File: src/tap_pkg.sv
// Purpose: Shared constants and types for the burst SRAM test port and its controller
// Assumes: One core clock at 250 MHz on both ends
// Notes:   Instruction codes other than the all-zero one are local choices
package tap_pkg;
    typedef logic [2:0] instr_t;

    // Instruction codes; all unlisted values are reserved
    localparam instr_t INS_EXTEST   = 3'h0;
    localparam instr_t INS_IDCODE   = 3'h1;
    localparam instr_t INS_SAMPLE_Z = 3'h2;
    localparam instr_t INS_SAMPLE   = 3'h4;
    localparam instr_t INS_BYPASS   = 3'h7;

    localparam logic [1:0] IR_CAPTURE_PAT = 2'h1;   // Low instruction bits on capture
    localparam logic       IR_CAPTURE_MSB = 1'h0;   // Top instruction bit on capture
    localparam logic       BYPASS_CAPTURE = 1'h0;

    localparam int IR_W           = 3;
    localparam int ID_W           = 32;
    localparam int BSR_LEN_WIDE   = 73;
    localparam int BSR_LEN_NARROW = 54;
    localparam int TMS_RESET_EDGES = 5;

    // Link clock timing
    localparam int CLK_MHZ      = 250;
    localparam int TCK_MAX_MHZ  = 10;
    localparam int TCK_HALF_CYC = (CLK_MHZ + 2 * TCK_MAX_MHZ - 1) / (2 * TCK_MAX_MHZ);
    localparam int HALF_CNT_W   = 5;

    // Command queue in front of the controller
    localparam int FIFO_W     = 2;
    localparam int FIFO_DEPTH = 16;

    // Sixteen-state controller, one-hot
    typedef enum logic [15:0] {
        ST_RESET      = 16'h0001,
        ST_IDLE       = 16'h0002,
        ST_SEL_DR     = 16'h0004,
        ST_CAPTURE_DR = 16'h0008,
        ST_SHIFT_DR   = 16'h0010,
        ST_EXIT1_DR   = 16'h0020,
        ST_PAUSE_DR   = 16'h0040,
        ST_EXIT2_DR   = 16'h0080,
        ST_UPDATE_DR  = 16'h0100,
        ST_SEL_IR     = 16'h0200,
        ST_CAPTURE_IR = 16'h0400,
        ST_SHIFT_IR   = 16'h0800,
        ST_EXIT1_IR   = 16'h1000,
        ST_PAUSE_IR   = 16'h2000,
        ST_EXIT2_IR   = 16'h4000,
        ST_UPDATE_IR  = 16'h8000
    } tap_state_e;

    // Controller end sequencing
    typedef enum logic [2:0] {
        HS_IDLE = 3'h1,
        HS_LOW  = 3'h2,
        HS_HIGH = 3'h4
    } host_state_e;
endpackage : tap_pkg

File: src/tap_link_if.sv
// Purpose: Serial test link between the test port and its controller
// Assumes: The controller makes the test clock; the port only drives data out
// Notes:   Data out is three-state on the board; here it is a value and an enable
`timescale 1ns/1ns
`default_nettype none
interface tap_link_if;
    logic tck;
    logic tms;
    logic tdi;
    logic tdo;
    logic tdo_oe;

    // Port end
    modport dev (input tck, input tms, input tdi, output tdo, output tdo_oe);
    // Controller end
    modport ctl (output tck, output tms, output tdi, input tdo, input tdo_oe);
endinterface : tap_link_if
`default_nettype wire

File: src/sram_tap_device.sv
// Purpose: Boundary-scan test port of a synchronous burst SRAM
// Assumes: Test clock, mode and data arrive asynchronously and are oversampled
// Notes:   Capture-only boundary register; no preload, no drive into the core
`timescale 1ns/1ns
`default_nettype none
module sram_tap_device #(
    parameter bit          WIDE    = 1'b1,
    parameter logic [31:0] ID_WORD = 32'h5A3C_0F01   // Arbitrary identification value
) (
    input  wire logic                              core_clk,
    input  wire logic                              srst,
    tap_link_if.dev                                link,
    input  wire logic [tap_pkg::BSR_LEN_WIDE-1:0]  io_ring,
    output logic                                   outputs_hiz
);
    import tap_pkg::*;

    localparam int BSR_LEN = WIDE ? BSR_LEN_WIDE : BSR_LEN_NARROW;

    // Controller step for one rising test clock edge
    function automatic tap_state_e next_state(input tap_state_e s, input logic tms);
        case (s)
            ST_RESET:      next_state = tms ? ST_RESET   : ST_IDLE;
            ST_IDLE:       next_state = tms ? ST_SEL_DR  : ST_IDLE;
            ST_SEL_DR:     next_state = tms ? ST_SEL_IR  : ST_CAPTURE_DR;
            ST_CAPTURE_DR: next_state = tms ? ST_EXIT1_DR : ST_SHIFT_DR;
            ST_SHIFT_DR:   next_state = tms ? ST_EXIT1_DR : ST_SHIFT_DR;
            ST_EXIT1_DR:   next_state = tms ? ST_UPDATE_DR : ST_PAUSE_DR;
            ST_PAUSE_DR:   next_state = tms ? ST_EXIT2_DR : ST_PAUSE_DR;
            ST_EXIT2_DR:   next_state = tms ? ST_UPDATE_DR : ST_SHIFT_DR;
            ST_UPDATE_DR:  next_state = tms ? ST_SEL_DR  : ST_IDLE;
            ST_SEL_IR:     next_state = tms ? ST_RESET   : ST_CAPTURE_IR;
            ST_CAPTURE_IR: next_state = tms ? ST_EXIT1_IR : ST_SHIFT_IR;
            ST_SHIFT_IR:   next_state = tms ? ST_EXIT1_IR : ST_SHIFT_IR;
            ST_EXIT1_IR:   next_state = tms ? ST_UPDATE_IR : ST_PAUSE_IR;
            ST_PAUSE_IR:   next_state = tms ? ST_EXIT2_IR : ST_PAUSE_IR;
            ST_EXIT2_IR:   next_state = tms ? ST_UPDATE_IR : ST_SHIFT_IR;
            ST_UPDATE_IR:  next_state = tms ? ST_SEL_DR  : ST_IDLE;
            default:       next_state = ST_RESET;
        endcase
    endfunction : next_state

    // Two-stage synchronisers; third stage of the clock only for edge finding
    logic [2:0]              sync1_q;
    logic [2:0]              sync2_q;
    logic                    tck_prev_q;
    logic [BSR_LEN_WIDE-1:0] ring1_q;
    logic [BSR_LEN_WIDE-1:0] ring2_q;

    always_ff @(posedge core_clk) begin
        sync1_q    <= {link.tck, link.tms, link.tdi};
        sync2_q    <= sync1_q;
        tck_prev_q <= sync2_q[2];
        ring1_q    <= io_ring;
        ring2_q    <= ring1_q;
    end

    wire tck_s    = sync2_q[2];
    wire tms_s    = sync2_q[1];
    wire tdi_s    = sync2_q[0];
    wire tck_rise = tck_s & ~tck_prev_q;
    wire tck_fall = ~tck_s & tck_prev_q;

    // Controller state
    tap_state_e state_q;
    tap_state_e state_d;

    assign state_d = tck_rise ? next_state(state_q, tms_s) : state_q;

    always_ff @(posedge core_clk) begin
        if (srst) begin
            state_q <= ST_RESET;
        end else begin
            state_q <= state_d;
        end
    end

    // Instruction decode from the active instruction
    instr_t ir_q;
    instr_t ir_sh_q;
    wire    ins_extest = (ir_q == INS_EXTEST);
    wire    ins_samp_z = (ir_q == INS_SAMPLE_Z);
    wire    ins_sample = (ir_q == INS_SAMPLE);
    wire    ins_idcode = (ir_q == INS_IDCODE);
    wire    sel_bsr    = ins_extest | ins_samp_z | ins_sample;
    wire    sel_id     = ins_idcode & ~sel_bsr;
    wire    sel_byp    = ~sel_bsr & ~sel_id;

    wire in_cap_ir = (state_q == ST_CAPTURE_IR);
    wire in_sh_ir  = (state_q == ST_SHIFT_IR);
    wire in_upd_ir = (state_q == ST_UPDATE_IR);
    wire in_cap_dr = (state_q == ST_CAPTURE_DR);
    wire in_sh_dr  = (state_q == ST_SHIFT_DR);
    wire in_reset  = (state_q == ST_RESET);

    // Instruction shift and hold registers
    always_ff @(posedge core_clk) begin
        if (srst) begin
            ir_q    <= INS_IDCODE;
            ir_sh_q <= INS_IDCODE;
        end else if (tck_rise) begin
            if (in_reset) begin
                ir_q <= INS_IDCODE;
            end else if (in_upd_ir) begin
                ir_q <= ir_sh_q;
            end
            if (in_cap_ir) begin
                ir_sh_q <= {IR_CAPTURE_MSB, IR_CAPTURE_PAT};
            end else if (in_sh_ir) begin
                ir_sh_q <= {tdi_s, ir_sh_q[IR_W-1:1]};
            end
        end
    end

    // Data registers; update state deliberately does nothing
    logic                    byp_q;
    logic [ID_W-1:0]         id_q;
    logic [BSR_LEN_WIDE-1:0] bsr_q;
    logic [BSR_LEN_WIDE-1:0] bsr_shifted;

    always_comb begin
        for (int i = 0; i < BSR_LEN_WIDE; i++) begin
            if (i == BSR_LEN - 1) begin
                bsr_shifted[i] = tdi_s;
            end else if (i < BSR_LEN - 1) begin
                bsr_shifted[i] = bsr_q[i+1];
            end else begin
                bsr_shifted[i] = 1'b0;
            end
        end
    end

    always_ff @(posedge core_clk) begin
        if (srst) begin
            byp_q <= BYPASS_CAPTURE;
            id_q  <= '0;
            bsr_q <= '0;
        end else if (tck_rise) begin
            if (in_cap_dr && sel_byp) begin
                byp_q <= BYPASS_CAPTURE;
            end else if (in_sh_dr && sel_byp) begin
                byp_q <= tdi_s;
            end
            if (in_cap_dr && sel_id) begin
                id_q <= {ID_WORD[ID_W-1:1], 1'b1};
            end else if (in_sh_dr && sel_id) begin
                id_q <= {tdi_s, id_q[ID_W-1:1]};
            end
            if (in_cap_dr && sel_bsr) begin
                bsr_q <= ring2_q;
            end else if (in_sh_dr && sel_bsr) begin
                bsr_q <= bsr_shifted;
            end
        end
    end

    // Serial output source, exactly one register at a time
    wire dr_lsb  = sel_bsr ? bsr_q[0] : (sel_id ? id_q[0] : byp_q);
    wire out_bit = in_sh_ir ? ir_sh_q[0] : dr_lsb;
    wire shifting = in_sh_ir | in_sh_dr;

    // Serial output changes on the falling test clock edge only
    logic tdo_q;
    logic tdo_oe_q;

    always_ff @(posedge core_clk) begin
        if (srst) begin
            tdo_q    <= 1'b0;
            tdo_oe_q <= 1'b0;
        end else if (tck_fall) begin
            tdo_q    <= out_bit;
            tdo_oe_q <= shifting;
        end
    end

    assign link.tdo    = tdo_q;
    assign link.tdo_oe = tdo_oe_q;

    // Memory output float request follows the active instruction
    always_ff @(posedge core_clk) begin
        if (srst) begin
            outputs_hiz <= 1'b0;
        end else begin
            outputs_hiz <= ins_extest | ins_samp_z;
        end
    end
endmodule : sram_tap_device
`default_nettype wire

File: src/flat_wrapper.sv
// flat-port wrapper written by rule: the top's interface ports become plain ports
module sram_tap_device_flat import tap_pkg::*;
#(
    parameter bit          WIDE    = 1'b1,
    parameter logic [31:0] ID_WORD = 32'h5A3C_0F01                                    
)
  (core_clk, srst, io_ring, outputs_hiz, link_tck, link_tms, link_tdi, link_tdo, link_tdo_oe);
  tap_link_if link_i ();
  input  wire logic core_clk;
  input  wire logic srst;
  input  wire logic [tap_pkg::BSR_LEN_WIDE-1:0] io_ring;
  output logic outputs_hiz;
  input wire logic [$bits(link_i.tck)-1:0] link_tck;
  input wire logic [$bits(link_i.tms)-1:0] link_tms;
  input wire logic [$bits(link_i.tdi)-1:0] link_tdi;
  output wire logic [$bits(link_i.tdo)-1:0] link_tdo;
  output wire logic [$bits(link_i.tdo_oe)-1:0] link_tdo_oe;
  assign link_i.tck = link_tck;
  assign link_i.tms = link_tms;
  assign link_i.tdi = link_tdi;
  assign link_tdo = link_i.tdo;
  assign link_tdo_oe = link_i.tdo_oe;
  sram_tap_device #(.WIDE(WIDE), .ID_WORD(ID_WORD)) u_core (.core_clk(core_clk), .srst(srst), .link(link_i), .io_ring(io_ring), .outputs_hiz(outputs_hiz));
endmodule
File: config.mk
export PLATFORM = sky130hd
export DESIGN_NAME = sram_tap_device_flat
export DESIGN_NICKNAME = d
export VERILOG_FILES = /design/src/tap_pkg.sv /design/src/tap_link_if.sv /design/src/sram_tap_device.sv /design/src/flat_wrapper.sv
export SDC_FILE = /design/constraint.sdc
export NUM_CORES = 1
export LEC_CHECK = 0
export BUFFER_PORTS_ARGS = -buffer_cell sky130_fd_sc_hd__buf_2
export CORE_UTILIZATION = 50
export CTS_CLUSTER_DIAMETER = 80
export DETAILED_ROUTE_END_ITERATION = 10
export PLACE_DENSITY = 0.7
export SETUP_SLACK_MARGIN = 0.02
export SYNTH_ARGS = -nofsm -noshare
export SYNTH_HDL_FRONTEND = slang
export SYNTH_SLANG_ARGS = --single-unit
File: constraint.sdc
create_clock -name core_clk -period 5.44 [get_ports core_clk]
set_clock_uncertainty 0.05 [all_clocks]
set_input_delay 1.088 -clock core_clk [delete_from_list [all_inputs] [get_ports core_clk]]
set_output_delay 1.088 -clock core_clk [all_outputs]
set_load 0.03 [all_outputs]
==> results of run 1 <==
-- metrics by stage --
stage / hold WS, ps / instances / utilization [%] / area, µm²
floorplan: 260 / 906 / - / 8980
global placement: 261 / 1151 / 54.4 / 9470
detailed placement: 262 / 1151 / 54.4 / 9470
CTS: 273 / 1202 / 60.3 / 10500
global route: 279 / 1202 / 60.3 / 10500
finish: 273 / 1202 / 60.3 / 10500
-- state kept, by name, summed over array words and instances (netlist names), 3 cells and up --
register        flops
u_core.bsr_q       73
u_core.ring1_q     73
u_core.ring2_q     73
u_core.id_q        32
u_core.state_q     16
u_core.ir_q         3
u_core.ir_sh_q      3
u_core.sync1_q      3
u_core.sync2_q      3
-- cells by family (layout without fill, tap and decap cells) --
family / after synthesis / count (layout) / synth area share [%]
XOR/XNOR: 7 / 7 / 0.682
multiplexers: 2 / 2 / 0.223
AND/OR/NAND/NOR: 332 / 332 / 17.1
flip-flops: 284 / 284 / 63.3
buffers and inverters: 70 / 141 / 3.34
AO/OA/AOI/OAI: 211 / 211 / 15.3
-- area by class of cell --
| cell class | count | area (µm²) |
|---|---|---|
| inverters | 1 | 3.75 |
| clock buffers | 39 | 843 |
| repair buffers | 89 | 483 |
| flip-flops and latches | 284 | 5690 |
| clock inverters | 12 | 194 |
| fillers | 1487 | 6910 |
| well taps | 225 | 282 |
| multi-input cells | 552 | 3020 |
-- routing by layer --
layer  vias to the layer above  track usage [%]
met3                        24             3.09
li1                       3211                -
met5                         -                0
met4                         0             5.74
met2                       117             26.8
met1                      2827             23.9
-- Yosys cell counts (all sizes together), types with 3 or more instances --
cell type and count:
nand4b 5, o21ai 8, buf 28, nor3 37, clkbuf 41, or3 3
nand4 4, nor4 9, nor2b 4, dfxtp 284, xnor2 4, a22oi 6
a21oi 39, nor2 43, o21bai 73, nand2b 4, xor2 3, a211oi 4
a31oi 74, nand3 26, and2 5, nand2 183
-- placed cells by master, fill, tap and decap left out, drive strengths merged, types with 2 or more instances in the layout --
cell,count
dfxtp,284
nand2,183
buf,89
a31oi,74
o21bai,73
nor2,43
a21oi,39
clkbuf,39
nor3,37
nand3,26
nor4,9
o21ai,8
a22oi,6
nand4b,5
bufinv,5
and2,5
clkinv,5
nand2b,4
nand4,4
xnor2,4
nor2b,4
a211oi,4
or3,3
xor2,3
or4,2
or3b,2
o211ai,2
mux2i,2
or2,2
o32ai,2
clkinvlp,2
-- worst max path at each step --
stage,from,end,slack (ps),cells past startpoint
2_1_floorplan,u_core.state_q[5],u_core.id_q[20],2970,9
3_3_place_gp,u_core.state_q[9],u_core.bsr_q[8],2050,8
3_5_place_dp,u_core.state_q[9],u_core.bsr_q[4],1970,8
4_1_cts,u_core.state_q[9],u_core.bsr_q[1],1940,8
5_1_grt,u_core.state_q[9],u_core.bsr_q[1],1610,8
6_report,u_core.state_q[9],u_core.bsr_q[10],1970,8
-- critical path, delay by kind of cell (launching register included) --
family | cells | cell delay [ps]
compound gates | 1 | 180
simple gates | 5 | 2050
flops | 1 | 380
buf+inv | 2 | 710
-- where the power goes --
group          leakage [nW]  internal (W)  switching [W]
logic                  1.40     0.0000366      0.0000373
clock network         0.508       0.00132       0.000767
registers              2.35       0.00214      0.0000191
total                  4.25       0.00349       0.000824
==> flow_summary.toml, run 1 <==
[floorplanning]
fp.dieW_um = 136
core-area_um2 = 17400
pin_count = 81
die_h_um = 136
num_rows = 48
initial_core_util_pct = 51.6
die_area_um2 = 18500

[worst_setup_path]
critPathMaxStageDelay_ps = 790
reg2reg_depth = 8
worstReg2RegEnd = "u_core.bsr_q[10]"
path_cells = "nor4_2, nand2_1, nor2_2, buf_4, and2_2, buf_4, nand2_1, a31oi_1"
critical_path_class = "register to register"
cp_max_fo = 47
arrival_ps = 3860
cp_slowest_cell = "and2_2"
reg2reg_slack_ps = 1970
cp.required_ps = 5830
timing.rr.start = "u_core.state_q[9]"
critPathCaptureType = "register"
start_kind = "register"

[pwr]
irDropWorstVdd_mv = 0.337
powerDensity_nw_per_um2 = 411
p_leak_nw = 4.25
p_total_w = 0.00432

[detailed_routing]
route.detailed.drc = 0
wl_per_cell_um = 13.1
dr_wl_met3_um = 702
antenna_left = 0
vias = 6179
initialDrtViolationCount = 343
first_pass_iters = 5
route.met2.wl_mm = 7.09
met1_length_mm = 7.68
finalWirelength_mm = 15.7
viasPerCell = 5.14
routed.top_layer = "met4"

[yosys]
syn_avg_cell_area_um2 = 9.92
yosysWarnings = 0
netlist_instances = 906
synth-edff-count = 0
seq_area_frac_synth_pct = 63.3
yosys.area.top_type = "dfxtp_1"
synth-seq-cells = 284
netlist_area_um2 = 8980
async_flop_share_pct = 0
synth.distinct_cells = 40
ys.flop_type = "dfxtp_1"
synth.area.top_cells = "dfxtp_1 63%, nand2_1 7.6%, o21bai_1 6.1%, a31oi_1 5.2%, a21oi_1 2.2%"
synth_top_area_share_pct = 63.3
synth.net_count = 984

[global_route]
antenna_found_initial = 0
overflow = 0
grt_first_pass_wirelength_mm = 26.2
grt_use_total_pct = 17.2
grt_pass1_vias = 5593
grt_max_degree = 147

[timing]
finalCritPeriodShare_pct = 63.8
slew_viol_final = 0
fmax_ghz = 0.288
tns_ps = 0
setup_viol = 0
rsz0062_at_grt = "no"
finalWorstSetupSlack_ps = 1970
tightest_slew_ps = 909
final-hold-violation-count = 0
fin_crit_ps = 3470
slew_headroom_pct = 39.4

[cts]
cts_resized = 0
root_buffer = "clkbuf_16"
cts_max_path_buffers = 3
cts-htree-levels = 1
cts.clk_slew.worst_paths_ps = 60
post-cts-setup-buffers = 0
worstSkewPairLatency_ps = 520
cts_hold_buf = 0
cts-buffers-inserted = 28
cts_tree = "yes"
cts.sinks = 284

[hold_path]
min_path_type = "register to register"
min-delay-start = "u_core.ring1_q[62]"
hold_end = "u_core.ring2_q[62]"
hold_depth = 0

[run]
maxCapViolCount = 0

[place]
dp_hpwl_mm = 9.19
portBuffers = 80
pre_cts_ws_ps = 1970
gp_congestion = 0.847

[final_layout]
nets = 1034
syn_to_final_growth_pct = 17.0
diodes = 0
drive_gt1_share_pct = 16.3

[outcome]
status = "completed"
Power figures use the tool's default switching activity.
==> run 2, diff against run 1 <==
--- a/config.mk
+++ b/config.mk
@@ -5,6 +5,7 @@
 export SDC_FILE = /design/constraint.sdc
 export NUM_CORES = 1
 export LEC_CHECK = 0
+export ABC_AREA = 1
 export BUFFER_PORTS_ARGS = -buffer_cell sky130_fd_sc_hd__buf_2
 export CORE_UTILIZATION = 50
 export CTS_CLUSTER_DIAMETER = 80
==> constraint.sdc (replaced) <==
create_clock -name core_clk -period 3.3 [get_ports core_clk]
set_clock_uncertainty 0.05 [all_clocks]
set_input_delay 0.66 -clock core_clk [delete_from_list [all_inputs] [get_ports core_clk]]
set_output_delay 0.66 -clock core_clk [all_outputs]
set_load 0.03 [all_outputs]
==> run 2 against run 1 <==
Routed wire length grew 6.4%. Register-to-register slack lost 1100 ps. Hold slack lost 97 ps. Combinational power grew 77%. Critical path type unchanged. Largest power group unchanged.
==> flow_summary.toml, run 2 <==
[cts]
cts_resized = 0
cts_tree = "yes"
worstSkewPairLatency_ps = 530
cts_hold_buf = 0
cts.sinks = 284
cts_max_path_buffers = 3
root_buffer = "clkbuf_16"
cts-htree-levels = 1
post-cts-setup-buffers = 0
cts-buffers-inserted = 29
cts.clk_slew.worst_paths_ps = 60

[global_route]
overflow = 0
grt_max_degree = 89
grt_pass1_vias = 6489
antenna_found_initial = 0
grt_use_total_pct = 17.3
grt_first_pass_wirelength_mm = 28.8

[final_layout]
drive_gt1_share_pct = 11.9
fin_util_pct = 59.3
diodes = 0
n_fill_cell = 1659
nets = 1330
layout.cells.most_common_list = "330 x nand2_1, 284 x dfxtp_1, 179 x nor2_1"
syn_to_final_growth_pct = 15.8
layout_commonest_cell = "nand2_1"
top_regs = "u_core.bsr_q x73, u_core.ring1_q x73, u_core.ring2_q x73"

[hold_path]
min-delay-start = "io_ring[68]"
hold_end = "u_core.ring1_q[68]"
hold_depth = 1
min_path_type = "input port to register"

[place]
dp_hpwl_mm = 9.78
pre_cts_ws_ps = 881
portBuffers = 80
gp_congestion = 0.869

[detailed_routing]
wl_per_cell_um = 10.9
viasPerCell = 4.59
route.detailed.drc = 0
vias = 7042
first_pass_iters = 4
routed.top_layer = "met4"
antenna_left = 0
route.met2.wl_mm = 7.57
dr_wl_met3_um = 680
met1_length_mm = 8.20
finalWirelength_mm = 16.7
initialDrtViolationCount = 440

[worst_setup_path]
critical_path_class = "register to register"
critPathCaptureType = "register"
worstReg2RegEnd = "u_core.bsr_q[22]"
arrival_ps = 2840
start_kind = "register"
reg2reg_depth = 10
reg2reg_slack_ps = 870
timing.rr.start = "u_core.state_q[12]"
cp.required_ps = 3710
cp_max_fo = 88

[timing]
finalWorstSetupSlack_ps = 865
rsz0062_at_grt = "no"
finalCritPeriodShare_pct = 73.8
setup_viol = 0
tns_ps = 0
tightest_slew_ps = 823
slew_headroom_pct = 45.2
slew_viol_final = 0
fmax_ghz = 0.411
final-hold-violation-count = 0
fin_crit_ps = 2430

[yosys]
async_flop_share_pct = 0
synth.distinct_cells = 27
yosys.area.top_type = "dfxtp_1"
yosysWarnings = 0
synth_top_area_share_pct = 59.0
netlist_instances = 1190
seq_area_frac_synth_pct = 59.0
netlist_area_um2 = 9640
synth-edff-count = 0
synth.area.top_cells = "dfxtp_1 59%, nand2_1 13%, nor2_1 7.0%, inv_1 4.4%, o21ai_0 4.3%"
syn_avg_cell_area_um2 = 8.10
synth_commonest_cells = "330 x nand2_1, 284 x dfxtp_1, 179 x nor2_1, 114 x inv_1, 83 x o21ai_0"
synth.most_common_cell = "nand2_1"
ys.flop_type = "dfxtp_1"
synth-seq-cells = 284
synth.net_count = 1268

[pwr]
powerDensity_nw_per_um2 = 647
irDropWorstVdd_mv = 0.347
p_leak_nw = 5.18

[floorplanning]
pin_count = 81
die_area_um2 = 19800
core-area_um2 = 18800
initial_core_util_pct = 51.2
num_rows = 50
fp.dieW_um = 141
die_h_um = 141

[outcome]
status = "completed"

[run]
maxCapViolCount = 0
-- run 2: cell types whose count changed in the layout (fill, tap and decap cells not counted), sizes merged, moves of 5 or more --
cell    previous run  this run
nand2            183       334
nor2              43       186
a22oi              6         0
a31oi             74         1
o21ai              8        85
inv                1       116
nand4b             5         0
nor4               9         0
nand3             26        33
nor3              37         1
nand4              4        25
a21oi             39        56
o21bai            73         0
-- run 2: routing by layer --
layer | GRT usage (%) | up-vias
met4 | 5.55 | 0
li1 | - | 3800
met3 | 3.06 | 22
met5 | 0 | -
met2 | 29.4 | 91
met1 | 22.4 | 3129
-- run 2: final cells by class --
type	count	area, µm²	area share, %
inverter	115	432	3.87
tap	260	325	2.91
multi-input combinational	731	3150	28.2
sequential	284	5690	50.9
clock buffer	40	807	7.23
timing repair buffer	91	520	4.66
clock inverter	12	245	2.20
-- run 2: critical path: stages, from the launching register on --
cell	delay, ps
dfxtp_1	330
nor2_2	160
nand2_2	130
nor2_4	310
nand2_2	140
nor2_4	480
buf_12	350
nand2_1	90
o21ai_0	90
nor2_1	60
nor2_1	120
-- run 2: logic make-up after synthesis --
| logic type | count (synthesis) | share of synthesized area (%) |
|---|---|---|
| and+or+nand+nor | 586 | 24.9 |
| DFF | 284 | 59.0 |
| buffers and inverters | 175 | 8.45 |
| AOI/OAI and AO/OA | 145 | 7.66 |
-- run 2: worst max-delay path by stage --
stage | start | slack, ps | depth (start not counted) | to
floorplan | u_core.state_q[12] | 1580 | 11 | u_core.bsr_q[33]
global placement | u_core.state_q[12] | 910 | 10 | u_core.bsr_q[39]
detailed placement | u_core.state_q[12] | 880 | 10 | u_core.bsr_q[22]
CTS | u_core.state_q[8] | 860 | 10 | u_core.bsr_q[22]
global route | u_core.state_q[13] | 600 | 10 | u_core.bsr_q[40]
finish | u_core.state_q[12] | 870 | 10 | u_core.bsr_q[22]
-- run 2: where the power goes --
group / switching (W) / internal (W)
Sequential: 0.0000312 / 0.00353
Clock: 0.00127 / 0.00225
Combinational: 0.0000823 / 0.0000486
-- run 2: through the flow --
stage | instance area, µm² | hold WS (ps) | instances | power (W)
2_1_floorplan | 9640 | 260 | 1190 | 0.00369
3_3_place_gp | 10100 | 260 | 1481 | 0.00377
3_5_place_dp | 10100 | 262 | 1481 | 0.00377
4_1_cts | 11200 | 155 | 1533 | 0.00732
5_1_grt | 11200 | 159 | 1533 | 0.00748
6_report | 11200 | 176 | 1533 | 0.00722
